--- config.mk ---
export PLATFORM = sky130hd
export DESIGN_NAME = aoc_top
export DESIGN_NICKNAME = d
export VERILOG_FILES = /design/src/hdl/aoc_pkg.sv /design/src/hdl/aoc_axil_slave.sv /design/src/hdl/aoc_axis.sv /design/src/hdl/aoc_top.sv
export VERILOG_INCLUDE_DIRS = /design/src /design/src/hdl
export SDC_FILE = /design/constraint.sdc
export NUM_CORES = 2
export LEC_CHECK = 0
export BUFFER_PORTS_ARGS = -buffer_cell sky130_fd_sc_hd__buf_2
export CORE_MARGIN = 4
export CORE_UTILIZATION = 41
export CTS_CLUSTER_DIAMETER = 100
export DETAILED_ROUTE_END_ITERATION = 7
export SYNTH_ARGS = -nofsm -noshare
export SYNTH_HDL_FRONTEND = slang
export SYNTH_SLANG_ARGS = --single-unit
--- constraint.sdc ---
create_clock -name aclk -period 12.2 [get_ports aclk]
set_input_delay 0 -clock aclk [delete_from_list [all_inputs] [get_ports aclk]]
set_output_delay 0 -clock aclk [all_outputs]
set_load 0.02 [all_outputs]
--- src/hdl/aoc_map.svh ---
// constants of the offset compensation block: register indices,
// field positions, reset values and counts
// assumes inclusion by aoc_pkg only
`ifndef AOC_MAP_SVH
`define AOC_MAP_SVH

// ****************************************
// register indices, byte address = 4 * index
// ****************************************
`define AOC_ADDR_W 9
`define AOC_IDX_CTRL 7'h36
`define AOC_IDX_SET 7'h37
`define AOC_IDX_X 7'h38
`define AOC_IDX_Y 7'h39
`define AOC_IDX_Z 7'h3A
`define AOC_IDX_STAT 7'h40
`define AOC_IDX_MASK 7'h41

// ****************************************
// field positions
// ****************************************
`define AOC_CTRL_CLR 7
`define AOC_CTRL_TRG_HI 6
`define AOC_CTRL_TRG_LO 5
`define AOC_CTRL_RDY 4
`define AOC_SET_CUT 0
`define AOC_SET_TX_LO 1
`define AOC_SET_TY_LO 3
`define AOC_SET_TZ_LO 5
`define AOC_EV_DONE 0
`define AOC_EV_REFUSED 1
`define AOC_EV_RESTORED 2

// ****************************************
// reset values
// ****************************************
`define AOC_CTRL_RST 3'h0
`define AOC_SET_RST 7'h00
`define AOC_CORR_RST 8'h00
`define AOC_EV_RST 3'h0

// ****************************************
// arithmetic and counts
// ****************************************
`define AOC_ONE_G_2G 16'sh0400
`define AOC_OFF_SHIFT_2G 2'h3
`define AOC_HP_DIV_LO 24'sh0003E8
`define AOC_HP_DIV_HI 24'sh000064
`define AOC_FAST_LAST 4'hF
`define AOC_FAST_SHIFT 4
`define AOC_CORR_MAX 8'h7F
`define AOC_CORR_MIN 8'h80
`define AOC_RESP_OKAY 2'h0
`define AOC_RESP_SLVERR 2'h2

`endif

--- src/hdl/aoc_pkg.sv ---
// types and shared arithmetic of the offset compensation block
// assumes aoc_map.svh is on the include path
package aoc_pkg;
`include "aoc_map.svh"

	typedef logic [2:0][15:0] aoc_axes_t;
	typedef logic [2:0][7:0] aoc_corr_t;
	typedef struct packed {
		logic en;
		logic [6:0] idx;
		logic [7:0] data;
	} aoc_wr_t;
	typedef enum logic [1:0] {
		FC_IDLE = 2'b00,
		FC_ACCUM = 2'b01,
		FC_WRITE = 2'b11
	} aoc_fc_state_t;

	// one correction lsb is 1/128 g whatever the range
	function automatic logic signed [15:0] aoc_off_scale(
		input logic [7:0] off, input logic [1:0] rng);
		logic signed [15:0] v;
		v = $signed({{8{off[7]}}, off});
		return v <<< (`AOC_OFF_SHIFT_2G - rng);
	endfunction

	// range code 0..3 is 2/4/8/16 g, lsb of 1 g halves per step
	function automatic logic signed [15:0] aoc_target(
		input logic [1:0] code, input logic [1:0] rng);
		logic signed [15:0] one_g;
		one_g = `AOC_ONE_G_2G >>> rng;
		// 11b falls back to 0 g
		unique case (code)
			2'h1: return one_g;
			2'h2: return -one_g;
			default: return 16'sh0000;
		endcase
	endfunction

	function automatic logic aoc_map_hit(
		input logic [`AOC_ADDR_W-1:0] addr);
		logic [6:0] idx;
		idx = addr[8:2];
		return (addr[1:0] == 2'h0) &&
			((idx >= `AOC_IDX_CTRL && idx <= `AOC_IDX_Z) ||
			idx == `AOC_IDX_STAT || idx == `AOC_IDX_MASK);
	endfunction
endpackage

--- src/hdl/aoc_axil_slave.sv ---
// axi4-lite slave front end: holds address and data, hands one
// register write pulse to the owner, answers reads from rd_data
// assumes rd_data is a combinational function of s_axi_araddr
`timescale 1ns/100ps
module aoc_axil_slave import aoc_pkg::*; (
	input wire logic aclk,
	input wire logic aresetn,
	input wire logic [`AOC_ADDR_W-1:0] s_axi_awaddr,
	input wire logic s_axi_awvalid,
	output logic s_axi_awready,
	input wire logic [31:0] s_axi_wdata,
	input wire logic [3:0] s_axi_wstrb,
	input wire logic s_axi_wvalid,
	output logic s_axi_wready,
	output logic [1:0] s_axi_bresp,
	output logic s_axi_bvalid,
	input wire logic s_axi_bready,
	input wire logic [`AOC_ADDR_W-1:0] s_axi_araddr,
	input wire logic s_axi_arvalid,
	output logic s_axi_arready,
	output logic [31:0] s_axi_rdata,
	output logic [1:0] s_axi_rresp,
	output logic s_axi_rvalid,
	input wire logic s_axi_rready,
	input wire logic [31:0] rd_data,
	output aoc_wr_t wr
);
	logic aw_held_r, aw_held_nxt, w_held_r, w_held_nxt;
	logic [`AOC_ADDR_W-1:0] awaddr_r, awaddr_nxt;
	logic [7:0] wdata_r, wdata_nxt;
	logic wstrb_r, wstrb_nxt;
	logic awready_nxt, wready_nxt, bvalid_nxt, arready_nxt, rvalid_nxt;
	logic [1:0] bresp_nxt, rresp_nxt;
	logic [31:0] rdata_nxt;
	aoc_wr_t wr_nxt;
	logic fire;

	// ****************************************
	// write path
	// ****************************************
	always_comb begin
		aw_held_nxt = aw_held_r;
		w_held_nxt = w_held_r;
		awaddr_nxt = awaddr_r;
		wdata_nxt = wdata_r;
		wstrb_nxt = wstrb_r;
		bvalid_nxt = s_axi_bvalid;
		bresp_nxt = s_axi_bresp;
		wr_nxt = '0;
		if (s_axi_awvalid && s_axi_awready) begin
			aw_held_nxt = 1'b1;
			awaddr_nxt = s_axi_awaddr;
		end
		if (s_axi_wvalid && s_axi_wready) begin
			w_held_nxt = 1'b1;
			wdata_nxt = s_axi_wdata[7:0];
			wstrb_nxt = s_axi_wstrb[0];
		end
		fire = aw_held_r && w_held_r && !s_axi_bvalid;
		if (fire) begin
			aw_held_nxt = 1'b0;
			w_held_nxt = 1'b0;
			bvalid_nxt = 1'b1;
			// only byte lane 0 carries register bits
			wr_nxt.en = aoc_map_hit(awaddr_r) && wstrb_r;
			wr_nxt.idx = awaddr_r[8:2];
			wr_nxt.data = wdata_r;
			bresp_nxt = aoc_map_hit(awaddr_r) ? `AOC_RESP_OKAY :
				`AOC_RESP_SLVERR;
		end else if (s_axi_bvalid && s_axi_bready) begin
			bvalid_nxt = 1'b0;
		end
		awready_nxt = !aw_held_nxt && !bvalid_nxt;
		wready_nxt = !w_held_nxt && !bvalid_nxt;
	end

	// ****************************************
	// read path
	// ****************************************
	always_comb begin
		rvalid_nxt = s_axi_rvalid;
		rdata_nxt = s_axi_rdata;
		rresp_nxt = s_axi_rresp;
		if (s_axi_arvalid && s_axi_arready) begin
			rvalid_nxt = 1'b1;
			rdata_nxt = rd_data;
			rresp_nxt = aoc_map_hit(s_axi_araddr) ? `AOC_RESP_OKAY :
				`AOC_RESP_SLVERR;
		end else if (s_axi_rvalid && s_axi_rready) begin
			rvalid_nxt = 1'b0;
		end
		arready_nxt = !rvalid_nxt;
	end

	always_ff @(posedge aclk) begin
		if (!aresetn) begin
			aw_held_r <= 1'b0;
			w_held_r <= 1'b0;
			awaddr_r <= '0;
			wdata_r <= 8'h00;
			wstrb_r <= 1'b0;
			s_axi_awready <= 1'b0;
			s_axi_wready <= 1'b0;
			s_axi_bvalid <= 1'b0;
			s_axi_bresp <= `AOC_RESP_OKAY;
			s_axi_arready <= 1'b0;
			s_axi_rvalid <= 1'b0;
			s_axi_rdata <= 32'h00000000;
			s_axi_rresp <= `AOC_RESP_OKAY;
			wr <= '0;
		end else begin
			aw_held_r <= aw_held_nxt;
			w_held_r <= w_held_nxt;
			awaddr_r <= awaddr_nxt;
			wdata_r <= wdata_nxt;
			wstrb_r <= wstrb_nxt;
			s_axi_awready <= awready_nxt;
			s_axi_wready <= wready_nxt;
			s_axi_bvalid <= bvalid_nxt;
			s_axi_bresp <= bresp_nxt;
			s_axi_arready <= arready_nxt;
			s_axi_rvalid <= rvalid_nxt;
			s_axi_rdata <= rdata_nxt;
			s_axi_rresp <= rresp_nxt;
			wr <= wr_nxt;
		end
	end
endmodule

--- src/hdl/aoc_axis.sv ---
// one axis: subtracts the correction from raw and filtered data and
// runs the slow high-pass tracker that nudges the correction
// assumes sample_valid, raw and filt come from logic on aclk
`timescale 1ns/100ps
module aoc_axis import aoc_pkg::*; (
	input wire logic aclk,
	input wire logic aresetn,
	input wire logic sample_valid,
	input wire logic [15:0] raw,
	input wire logic [15:0] filt,
	input wire logic [7:0] corr,
	input wire logic [1:0] rng,
	input wire logic [1:0] target,
	input wire logic hp_en,
	input wire logic cut_off,
	output logic [15:0] raw_corr,
	output logic [15:0] filt_corr,
	output logic step_up,
	output logic step_dn
);
	logic signed [15:0] off_lsb;
	logic signed [23:0] frac_r, frac_nxt, thr, err;
	logic [15:0] raw_nxt, filt_nxt;

	always_comb begin
		off_lsb = aoc_off_scale(corr, rng);
		raw_nxt = raw_corr;
		filt_nxt = filt_corr;
		if (sample_valid) begin
			raw_nxt = 16'($signed(raw) - off_lsb);
			filt_nxt = 16'($signed(filt) - off_lsb);
		end
		thr = (cut_off ? `AOC_HP_DIV_HI : `AOC_HP_DIV_LO) <<<
			(`AOC_OFF_SHIFT_2G - rng);
		err = 24'($signed(filt) - off_lsb - aoc_target(target, rng));
		frac_nxt = frac_r;
		step_up = 1'b0;
		step_dn = 1'b0;
		if (!hp_en) begin
			frac_nxt = 24'sh000000;
		end else if (sample_valid) begin
			frac_nxt = frac_r + err;
			if (frac_nxt >= thr) begin
				step_up = 1'b1;
				frac_nxt = frac_nxt - thr;
			end else if (frac_nxt <= -thr) begin
				step_dn = 1'b1;
				frac_nxt = frac_nxt + thr;
			end
		end
	end

	always_ff @(posedge aclk) begin
		if (!aresetn) begin
			frac_r <= 24'sh000000;
			raw_corr <= 16'h0000;
			filt_corr <= 16'h0000;
		end else begin
			frac_r <= frac_nxt;
			raw_corr <= raw_nxt;
			filt_corr <= filt_nxt;
		end
	end
endmodule

--- src/hdl/aoc_top.sv ---
// offset compensation for a three-axis accelerometer behind an
// axi4-lite register port
// assumes data, range, nvm image and soft reset come from the sensor
// core on aclk, so none of them is synchronised here
//
// Function
// - Writing one to the clear-all bit zeroes all three corrections, zero leaves them.
// - Trigger code 01b starts fast compensation on x, 10b on y, 11b on z, 00b nothing.
// - The ready flag reads zero while fast compensation runs and one when it may restart.
// - One enable bit per axis switches slow compensation of that axis on or off.
// - Each axis target field picks 0 g for 00b and 11b, +1 g for 01b, -1 g for 10b.
// - The cut-off bit sets the slow corner to bandwidth/1000 when zero, /100 when one.
// - Each axis correction is subtracted from its filtered and unfiltered data.
// - Corrections are signed bytes of 1/128 g each, whatever the selected range.
// - Every correction reloads from the non-volatile image at power-on and soft reset.
// - A triggered fast compensation computes and writes that axis correction itself.
// - Software may write corrections directly and the written value is then used.
// - The corrections are offered as the image to store in non-volatile memory.
//
// Decided for this implementation: the AXI4-Lite register port.
`timescale 1ns/100ps
module aoc_top import aoc_pkg::*; (
	input wire logic aclk,
	input wire logic aresetn,
	input wire logic [`AOC_ADDR_W-1:0] s_axi_awaddr,
	input wire logic s_axi_awvalid,
	output logic s_axi_awready,
	input wire logic [31:0] s_axi_wdata,
	input wire logic [3:0] s_axi_wstrb,
	input wire logic s_axi_wvalid,
	output logic s_axi_wready,
	output logic [1:0] s_axi_bresp,
	output logic s_axi_bvalid,
	input wire logic s_axi_bready,
	input wire logic [`AOC_ADDR_W-1:0] s_axi_araddr,
	input wire logic s_axi_arvalid,
	output logic s_axi_arready,
	output logic [31:0] s_axi_rdata,
	output logic [1:0] s_axi_rresp,
	output logic s_axi_rvalid,
	input wire logic s_axi_rready,
	input wire logic soft_reset,
	input wire aoc_corr_t nvm_image,
	output aoc_corr_t nvm_store_image,
	input wire logic sample_valid,
	input wire logic [1:0] acc_range,
	input wire aoc_axes_t acc_raw,
	input wire aoc_axes_t acc_filt,
	output logic corr_valid,
	output aoc_axes_t acc_raw_corr,
	output aoc_axes_t acc_filt_corr,
	output logic irq
);
	aoc_wr_t wr;
	logic [31:0] rd_data;
	logic [2:0] step_up, step_dn;

	logic [2:0] slow_comp_enable_r, slow_comp_enable_nxt;
	logic [6:0] settings_r, settings_nxt;
	aoc_corr_t corr_r, corr_nxt;
	aoc_fc_state_t fc_state_r, fc_state_nxt;
	logic [1:0] fc_axis_r, fc_axis_nxt;
	logic [3:0] fc_cnt_r, fc_cnt_nxt;
	logic signed [19:0] fc_sum_r, fc_sum_nxt;
	logic restore_r, restore_nxt;
	logic [2:0] status_r, status_nxt, mask_r, mask_nxt, ev;
	logic irq_nxt, corr_valid_nxt;

	logic ctrl_wr, fc_ready;
	logic [1:0] trig;
	logic signed [15:0] fc_avg;
	logic signed [16:0] fc_diff;
	logic [7:0] fc_result;

	// saturate a signed value into one correction byte
	function automatic logic [7:0] sat8(input logic signed [16:0] v);
		if (v > 17'sd127) begin
			return `AOC_CORR_MAX;
		end else if (v < -17'sd128) begin
			return `AOC_CORR_MIN;
		end
		return v[7:0];
	endfunction

	function automatic logic [1:0] axis_target(input logic [6:0] s,
		input int i);
		unique case (i)
			0: return s[`AOC_SET_TX_LO +: 2];
			1: return s[`AOC_SET_TY_LO +: 2];
			default: return s[`AOC_SET_TZ_LO +: 2];
		endcase
	endfunction

	// ****************************************
	// register port
	// ****************************************
	aoc_axil_slave u_bus (
		.aclk(aclk),
		.aresetn(aresetn),
		.s_axi_awaddr(s_axi_awaddr),
		.s_axi_awvalid(s_axi_awvalid),
		.s_axi_awready(s_axi_awready),
		.s_axi_wdata(s_axi_wdata),
		.s_axi_wstrb(s_axi_wstrb),
		.s_axi_wvalid(s_axi_wvalid),
		.s_axi_wready(s_axi_wready),
		.s_axi_bresp(s_axi_bresp),
		.s_axi_bvalid(s_axi_bvalid),
		.s_axi_bready(s_axi_bready),
		.s_axi_araddr(s_axi_araddr),
		.s_axi_arvalid(s_axi_arvalid),
		.s_axi_arready(s_axi_arready),
		.s_axi_rdata(s_axi_rdata),
		.s_axi_rresp(s_axi_rresp),
		.s_axi_rvalid(s_axi_rvalid),
		.s_axi_rready(s_axi_rready),
		.rd_data(rd_data),
		.wr(wr)
	);

	// ****************************************
	// per-axis datapath
	// ****************************************
	for (genvar g = 0; g < 3; g++) begin : g_axis
		aoc_axis u_axis (
			.aclk(aclk),
			.aresetn(aresetn),
			.sample_valid(sample_valid),
			.raw(acc_raw[g]),
			.filt(acc_filt[g]),
			.corr(corr_r[g]),
			.rng(acc_range),
			.target(axis_target(settings_r, g)),
			.hp_en(slow_comp_enable_r[g]),
			.cut_off(settings_r[`AOC_SET_CUT]),
			.raw_corr(acc_raw_corr[g]),
			.filt_corr(acc_filt_corr[g]),
			.step_up(step_up[g]),
			.step_dn(step_dn[g])
		);
	end

	// ****************************************
	// read decode
	// ****************************************
	// ready is the idle state
	assign fc_ready = (fc_state_r == FC_IDLE);

	always_comb begin
		rd_data = 32'h00000000;
		unique case (s_axi_araddr[8:2])
			// write-only control bits read back as zero
			`AOC_IDX_CTRL: rd_data[7:0] = {3'h0, fc_ready, 1'b0,
				slow_comp_enable_r};
			`AOC_IDX_SET: rd_data[7:0] = {1'b0, settings_r};
			`AOC_IDX_X: rd_data[7:0] = corr_r[0];
			`AOC_IDX_Y: rd_data[7:0] = corr_r[1];
			`AOC_IDX_Z: rd_data[7:0] = corr_r[2];
			`AOC_IDX_STAT: rd_data[2:0] = status_r;
			`AOC_IDX_MASK: rd_data[2:0] = mask_r;
			default: rd_data = 32'h00000000;
		endcase
	end

	// ****************************************
	// fast compensation
	// ****************************************
	always_comb begin
		ctrl_wr = wr.en && (wr.idx == `AOC_IDX_CTRL);
		trig = wr.data[`AOC_CTRL_TRG_HI:`AOC_CTRL_TRG_LO];
		fc_state_nxt = fc_state_r;
		fc_axis_nxt = fc_axis_r;
		fc_cnt_nxt = fc_cnt_r;
		fc_sum_nxt = fc_sum_r;
		ev = `AOC_EV_RST;
		// average of uncorrected data minus target
		fc_avg = 16'(fc_sum_r >>> `AOC_FAST_SHIFT);
		fc_diff = 17'(fc_avg) - 17'(aoc_target(
			axis_target(settings_r, int'(fc_axis_r)), acc_range));
		fc_result = sat8(fc_diff >>> (`AOC_OFF_SHIFT_2G - acc_range));
		// a trigger while busy is dropped and flagged
		if (ctrl_wr && trig != 2'h0 && !fc_ready) begin
			ev[`AOC_EV_REFUSED] = 1'b1;
		end
		unique case (fc_state_r)
			FC_IDLE: begin
				// code minus one picks the axis
				if (ctrl_wr && trig != 2'h0) begin
					fc_axis_nxt = trig - 2'h1;
					fc_cnt_nxt = 4'h0;
					fc_sum_nxt = 20'sh00000;
					fc_state_nxt = FC_ACCUM;
				end
			end
			FC_ACCUM: begin
				if (sample_valid) begin
					fc_sum_nxt = fc_sum_r +
						20'($signed(acc_filt[fc_axis_r]));
					fc_cnt_nxt = fc_cnt_r + 4'h1;
					if (fc_cnt_r == `AOC_FAST_LAST) begin
						fc_state_nxt = FC_WRITE;
					end
				end
			end
			FC_WRITE: begin
				// back to ready with the write
				fc_state_nxt = FC_IDLE;
				ev[`AOC_EV_DONE] = 1'b1;
			end
		endcase
		ev[`AOC_EV_RESTORED] = restore_r;
		// soft reset aborts a running compensation
		if (soft_reset) begin
			fc_state_nxt = FC_IDLE;
		end
	end

	// ****************************************
	// control and correction registers
	// ****************************************
	always_comb begin
		slow_comp_enable_nxt = slow_comp_enable_r;
		settings_nxt = settings_r;
		mask_nxt = mask_r;
		corr_nxt = corr_r;
		restore_nxt = soft_reset;
		if (ctrl_wr) begin
			slow_comp_enable_nxt = wr.data[2:0];
		end
		if (wr.en && wr.idx == `AOC_IDX_SET) begin
			settings_nxt = wr.data[6:0];
		end
		if (wr.en && wr.idx == `AOC_IDX_MASK) begin
			mask_nxt = wr.data[2:0];
		end
		for (int i = 0; i < 3; i++) begin
			if (restore_r) begin
				corr_nxt[i] = nvm_image[i];
			end else if (ctrl_wr && wr.data[`AOC_CTRL_CLR]) begin
				corr_nxt[i] = `AOC_CORR_RST;
			end else if (wr.en && wr.idx == 7'(`AOC_IDX_X + i)) begin
				corr_nxt[i] = wr.data;
			end else if (fc_state_r == FC_WRITE &&
				int'(fc_axis_r) == i) begin
				corr_nxt[i] = fc_result;
			end else if (step_up[i] && corr_r[i] != `AOC_CORR_MAX) begin
				corr_nxt[i] = corr_r[i] + 8'h01;
			end else if (step_dn[i] && corr_r[i] != `AOC_CORR_MIN) begin
				corr_nxt[i] = corr_r[i] - 8'h01;
			end
		end
		if (soft_reset) begin
			slow_comp_enable_nxt = `AOC_CTRL_RST;
			settings_nxt = `AOC_SET_RST;
		end
		// set wins over a one written in the same cycle
		status_nxt = status_r;
		if (wr.en && wr.idx == `AOC_IDX_STAT) begin
			status_nxt = status_r & ~wr.data[2:0];
		end
		status_nxt = status_nxt | ev;
		irq_nxt = |(status_nxt & mask_nxt);
		corr_valid_nxt = sample_valid;
	end

	assign nvm_store_image = corr_r;

	always_ff @(posedge aclk) begin
		if (!aresetn) begin
			slow_comp_enable_r <= `AOC_CTRL_RST;
			settings_r <= `AOC_SET_RST;
			corr_r <= '0;
			// power-on restore happens in the first cycle after reset
			restore_r <= 1'b1;
			fc_state_r <= FC_IDLE;
			fc_axis_r <= 2'h0;
			fc_cnt_r <= 4'h0;
			fc_sum_r <= 20'sh00000;
			status_r <= `AOC_EV_RST;
			mask_r <= `AOC_EV_RST;
			irq <= 1'b0;
			corr_valid <= 1'b0;
		end else begin
			slow_comp_enable_r <= slow_comp_enable_nxt;
			settings_r <= settings_nxt;
			corr_r <= corr_nxt;
			restore_r <= restore_nxt;
			fc_state_r <= fc_state_nxt;
			fc_axis_r <= fc_axis_nxt;
			fc_cnt_r <= fc_cnt_nxt;
			fc_sum_r <= fc_sum_nxt;
			status_r <= status_nxt;
			mask_r <= mask_nxt;
			irq <= irq_nxt;
			corr_valid <= corr_valid_nxt;
		end
	end
endmodule

Yosys cells after proc, flatten, opt, wreduce, memory -nomap -nowiden:

Index checks and enable logic that the tools add are counted.

* output and inout bits: 163
* logic and storage cells: 282
* bits in registers: 292

* bitwise gates (word level): 5
* equal/unequal tests: 39
* reductions and logical operators: 62
* muxes and demuxes: 84
* shifts and indexed selects: 6
* $add $sub $neg: 34
* $lt $le $gt $ge: 13

Operators with widths (count)
* 8-bit two-way mux: 21
* 24-bit adder: 6
* 24-bit two-way mux: 6
* 16-bit case mux with 2 select lines: 4
* 16-bit subtractor: 6
* 24-bit >= comparator: 3
* 24-bit <= comparator: 3
* 24-bit subtractor: 3
* 7-bit by 6-bit equality test with 1-bit output (second input constant): 10
* 16-bit by 16-bit subtractor with 17-bit output: 4
* 17-bit by 16-bit subtractor with 18-bit output: 3
* 8-bit by 2-bit <<< shifter with 16-bit output: 3
* 7-bit equality test (second input constant): 6
* 20-bit two-way mux: 2
* 20-bit case mux with 2 select lines: 1
* 1-bit logical AND: 33
* 1-bit two-way mux: 33
* 16-bit binary-select mux with 2-bit select: 1
* 5-bit case mux with 5 select lines: 1
* 8-bit by 1-bit adder with 8-bit output (second input constant): 3
* 8-bit by 7-bit != test with 1-bit output (second input constant): 3
* 8-bit != test (second input constant): 3
* 24-bit negation: 1
* 11-bit by 2-bit <<< shifter with 24-bit output: 1
* other kinds (40): 83

Depth between registers and ports, before layout:

* depth in word-level cells: 17
* gate-level depth with buffers: 48

Cells and area by module:

From an unflattened synthesis, not the netlist that was laid out.

* cell total of the unflattened synthesis: 4291
* area, all modules: 33743.6 µm²

Modules (own cells, without submodules)
* aoc_axis at g_axis[1].u_axis ...: sequential area each 1121.1 µm², times used 2, cells each 1019, area each 8127.8 µm²
* aoc_axis at g_axis[0].u_axis: sequential area each 1121.1 µm², times used 1, cells each 979, area each 7753.7 µm²
* aoc_top: sequential area each 1421.4 µm², times used 1, cells each 966, area each 7035.5 µm²
* aoc_axil_slave: sequential area each 1501.4 µm², times used 1, cells each 308, area each 2698.8 µm²

Worst setup path after synthesis:

Ideal clock, no wire load.

* path type: input port to flip-flop
* start point: in acc_range[0]
* end point: reg corr_r, in the netlist nvm_store_image[7]
* cell stages on the path: 39
* setup time: 123 ps
* required time: 12077 ps
* data arrival time: 8496 ps
* setup slack: 3581 ps
* cell sequence: clkbuf_1 -> buf_1 -> clkbuf_1 -> nor2_1 -> buf_1 -> a21oi_1 -> or2_2 -> fa_1 -> ha_1 -> a21o_1 -> a21o_1 -> a221o_1 -> nor3_1 -> or2_2 -> nor2b_1 -> o31ai_1 -> ha_1 -> clkbuf_1 -> (+3 left out) -> a211oi_2 -> a31oi_1 -> o21ai_0 -> xnor2_2 -> clkinv_1 -> nor3_1 -> inv_1 -> ha_1 -> a21o_1 -> a21o_1 -> a21o_1 -> a21oi_1 -> o21bai_1 -> a21oi_1 -> xnor2_1 -> xnor2_1 -> o21ai_0 -> a31oi_1

* cells in the longest elaborated chain, start to end: 15

RTL lines
* from (decl): RTL line aoc_top.sv:46 `input wire logic [1:0] acc_range,`
* 2-bit subtractor (no line) / 12-bit by 2-bit >>> shifter with 16-bit output (equally long branches)
* 8-bit by 2-bit <<< shifter with 16-bit output / 16-bit negation (equally long branches): RTL line aoc_pkg.sv:24, aoc_pkg.sv:35
* 16-bit by 16-bit subtractor with 17-bit output / 16-bit case mux with 2 select lines (equally long branches): RTL line aoc_axis.sv:35, aoc_pkg.sv:33
* 17-bit by 16-bit subtractor with 18-bit output: RTL line aoc_axis.sv:35 `err = 24'($signed(filt) - off_lsb - aoc_target(target, rng));`
* 24-bit adder: RTL line aoc_axis.sv:42 `frac_nxt = frac_r + err;`
* 24-bit >= comparator: RTL line aoc_axis.sv:43 `if (frac_nxt >= thr) begin`
* 1-bit two-way mux: RTL line aoc_axis.sv:43
* 1-bit two-way mux: RTL line aoc_axis.sv:41 `end else if (sample_valid) begin`
* 1-bit two-way mux: RTL line aoc_axis.sv:39 `if (!hp_en) begin`
* 1-bit logical AND (no line)
* 8-bit two-way mux: RTL line aoc_top.sv:246 `` end else if (step_up[i] && corr_r[i] != `AOC_CORR_MAX) begin ``
* 8-bit two-way mux: RTL line aoc_top.sv:243 `end else if (fc_state_r == FC_WRITE &&`
* 8-bit two-way mux: RTL line aoc_top.sv:241 `` end else if (wr.en && wr.idx == 7'(`AOC_IDX_X + i)) begin ``
* 8-bit two-way mux: RTL line aoc_top.sv:239 `` end else if (ctrl_wr && wr.data[`AOC_CTRL_CLR]) begin ``
* 8-bit two-way mux: RTL line aoc_top.sv:237 `if (restore_r) begin`
* to (signal assigned): RTL line aoc_top.sv:286 `corr_r <= corr_nxt;`
* to (decl): RTL line aoc_top.sv:60 `aoc_corr_t corr_r, corr_nxt;`

Several ways; a longest one is shown, not always the timed one.
A chain may end at the register's enable or synchronous reset.

Worst setup path in the final report:

* start point: reg corr_r, in the netlist nvm_store_image[8]
* end point: reg corr_r, in the netlist nvm_store_image[15]

* cells in the longest elaborated chain, start to end: 14

RTL lines
* 8-bit by 2-bit <<< shifter with 16-bit output: RTL line aoc_pkg.sv:24 `` return v <<< (`AOC_OFF_SHIFT_2G - rng); ``
* 16-bit by 16-bit subtractor with 17-bit output: RTL line aoc_axis.sv:35
* 17-bit by 16-bit subtractor with 18-bit output: RTL line aoc_axis.sv:35
* 24-bit adder: RTL line aoc_axis.sv:42
* 24-bit >= comparator: RTL line aoc_axis.sv:43
* 1-bit two-way mux: RTL line aoc_axis.sv:43
* 1-bit two-way mux: RTL line aoc_axis.sv:41
* 1-bit two-way mux: RTL line aoc_axis.sv:39
* 1-bit logical AND (no line)
* 8-bit two-way mux: RTL line aoc_top.sv:246
* 8-bit two-way mux: RTL line aoc_top.sv:243
* 8-bit two-way mux: RTL line aoc_top.sv:241
* 8-bit two-way mux: RTL line aoc_top.sv:239
* 8-bit two-way mux: RTL line aoc_top.sv:237

Several ways; a longest one is shown, not always the timed one. The select of a mux whose other input is x is not followed.

==> results_dict.tcl <==
set metrics [dict create \
    status "finished clean" \
    clock-sinks 290 \
    power_density_nw_per_um2 141 \
    wirelength_um 110000 \
    critPathMaxStageDelay_ns 0.63 \
    cp_top_family "compound AO/OA/AOI/OAI gates" \
    die_x_um 285 \
    synth.distinct_cells 107 \
    grt_overflow_total 0 \
    antenna_found_initial 16 \
    hp-class "in2reg" \
    crit_required_ns 12.63 \
    cts_max_path_buffers 3 \
    synth-edff-count 0 \
    crit_path_end_kind "flip-flop" \
    grt_use_total 0.260 \
    slew_headroom 0.240 \
    synth-simple-area-share 0.200 \
    hold_violations 0 \
    post_cts_buffers 0 \
    yosys-top-cells-count "420 x ha_1, 411 x nor2_1, 337 x a21oi_1" \
    drt_iter0_markers 2309 \
    synthCells 4059 \
    portBuffers 294 \
    vdd_drop_max_mv 0.102 \
    start_util 0.413 \
    netlist_area_um2 31400 \
    max_freq_ghz 0.0998 \
    grt_start_max_net_pins 68 \
    ant_nets 0 \
    crit_buf_inv 4 \
    worstPathArrival_ns 10.45 \
    synth_most_common_cell "ha_1" \
    synth_top_family_by_area "compound AO/OA/AOI/OAI gates" \
    yosys_warnings 0 \
    p_leak_nw 16.3 \
    insertion_delay_ns 0.59 \
    clock-root-buffer "clkbuf_16" \
    die_area_um2 81000 \
    maxCapViolCount 0 \
    tightestPinTransition_ns 1.13 \
    drv_slew 0 \
    syn_area_per_cell_um2 7.73 \
    yosysTopAreaCellShare 0.185 \
    ys_ff_latch 290 \
    tns_ns 0 \
    crit_type "reg2reg" \
    area_growth_pct 16.8 \
    finClkSkew_ns 0.0428 \
    drt-vias-per-instance 5.61 \
    detail_route.wl_per_cell_um 19.9 \
    critical_path.most_common_cell "o21ai_0" \
    num_vias 31000 \
    globalplace.congestion 0.936 \
    num_rows 101 \
    finalNetCount 5107 \
    crit_fanout 8 \
    yosysTopAreaCell "dfxtp_1" \
    worst_setup_path_start_kind "flip-flop" \
    final_core_util 0.483 \
    synth_xor_area_frac 0.0635 \
    ys_top_cells_by_area "dfxtp_1 18%, ha_1 17%, a21oi_1 5.4%, nor2_1 4.9%, o21ai_0 4.5%" \
    cts_buffers 41 \
    synthAdderAreaFrac 0.196 \
    crit_path_top_delay_cell "o21ai_0" \
    rsz0062_at_grt "no" \
    muxShareOfSynthArea 0.0538 \
    coreArea_um2 75900 \
    finalCritPeriodShare 0.821 \
    drc 0 \
    dpl.hpwl_um 86600 \
    final.min_clock_period_ns 10.02 \
    first_global_vias 29600 \
    cts_tree "done" \
    ys_seq_area_frac 0.185 \
    num_io_pins 348 \
    grt_pass1_wl_um 169000 \
    drive_above_1_share 0.112 \
    synth_compound_area_frac 0.247 \
    die_h_um 285 \
    firstDrtPassIters 6 \
    setup_viol_count_final 0 \
    clkTransAtPathRegs_ns 0.06 \
    htreeDepth 2 \
    async_reset_ff_frac 0 \
    synth_flop_cell "dfxtp_1" \
]
-- worst reg2reg max path: cells and delay by family, from the launching register on --
family	cells	cell delay [ns]
AO/OA/AOI/OAI	23	5.20
XOR/XNOR	3	0.67
adder cells (fa/ha/maj)	5	1.72
buffers and inverters	4	0.66
flip-flops	1	0.41
AND/OR/NAND/NOR	4	1.23
-- flip-flops by register name, summed over array words and instances (netlist names), 2 cells and up --
register,count
fc_axis_r,2
fc_cnt_r,4
fc_state_r,2
fc_sum_r,20
g_axis.u_axis.filt_corr,48
g_axis.u_axis.frac_r,72
g_axis.u_axis.raw_corr,48
mask_r,3
nvm_store_image,24
settings_r,7
slow_comp_enable_r,3
status_r,3
u_bus.awaddr_r,9
u_bus.s_axi_rdata,8
u_bus.wdata_r,8
u_bus.wr,16
-- where the power goes --
group	switching [mW]	total, mW	internal (mW)
clock network	0.496	1.24	0.744
logic	1.75	2.87	1.12
registers	0.0547	1.06	1.00
-- layout make-up --
type	instances	area (µm²)
antenna	9	22.5
clock buffer	52	1170
clock inverter	19	215
fill	7544	39300
inverter	245	925
multi-input combinational	3411	24100
sequential	290	5810
tap	1030	1290
timing repair buffer	468	3140
-- final timing paths --
path,slack [ns],startpoint,cells past startpoint,end
max,2.18,nvm_store_image[8],39,nvm_store_image[15]
max reg2reg,2.18,nvm_store_image[8],39,nvm_store_image[15]
min reg2reg,0.44,u_bus.wstrb_r,2,u_bus.wr[15]
min,0.03,acc_raw[2],6,g_axis[0].u_axis.raw_corr[2]
-- per-stage QoR --
stage          worst slack [ns]  power (mW)  cell area (µm²)  hold WS (ns)  std cells
6_report                   2.18        5.17            36700        0.0274       5524
3_5_place_dp               2.09        3.86            33800         0.251       5302
4_1_cts                    2.31        5.15            36600        0.0139       5515
3_3_place_gp               2.18        3.84            33800         0.247       5302
2_1_floorplan              3.58        3.18            31600         0.136       4117
5_1_grt                    1.38        5.55            36600        0.0506       5518
-- routing by layer --
metal	part of all wire	vias to the layer above	GRT usage
met5	0.00068	-	0
met4	0.046	12	0.106
met3	0.065	202	0.0431
met2	0.45	926	0.426
met1	0.44	14400	0.339
li1	-	15400	-
-- layout by cell type (no fill, tap or decap), types with 28 or more instances in the layout --
cell type,n
xnor2_1,150
a21o_1,96
nand2_1,331
a31oi_1,39
or2_2,28
conb_1,59
nor3_1,91
nand3_1,93
a21oi_1,337
xor2_1,74
dfxtp_1,290
o21a_1,39
nand2b_1,39
and2_1,38
nand4_1,44
a21boi_0,29
o21ai_0,281
dlygate4sd3_1,142
ha_1,420
and3_1,29
a22oi_1,31
or3_1,45
a211oi_1,47
mux2i_1,136
nor2_1,411
fa_1,45
nor2b_1,70
buf_4,32
clkbuf_16,42
o211ai_1,44
buf_2,293
inv_1,240
-- what timing repair did --
action                                 CTS  global route
endpoints found under the hold margin  106             0
hold buffers                           142             0
gates resized for setup                  0             0
-- cells by family (layout without fill, tap and decap cells) --
| family | count (synthesis) | count (layout) |
|---|---|---|
| buffers and inverters | 416 | 784 |
| adders and majority gates | 465 | 465 |
| and+or+nand+nor | 1313 | 1313 |
| xor gates and xnor gates | 226 | 226 |
| other | 1 | 68 |
| muxes | 161 | 161 |
| AOI/OAI and AO/OA | 1187 | 1187 |
| DFF | 290 | 290 |
(Power assumes the default switching activity.)
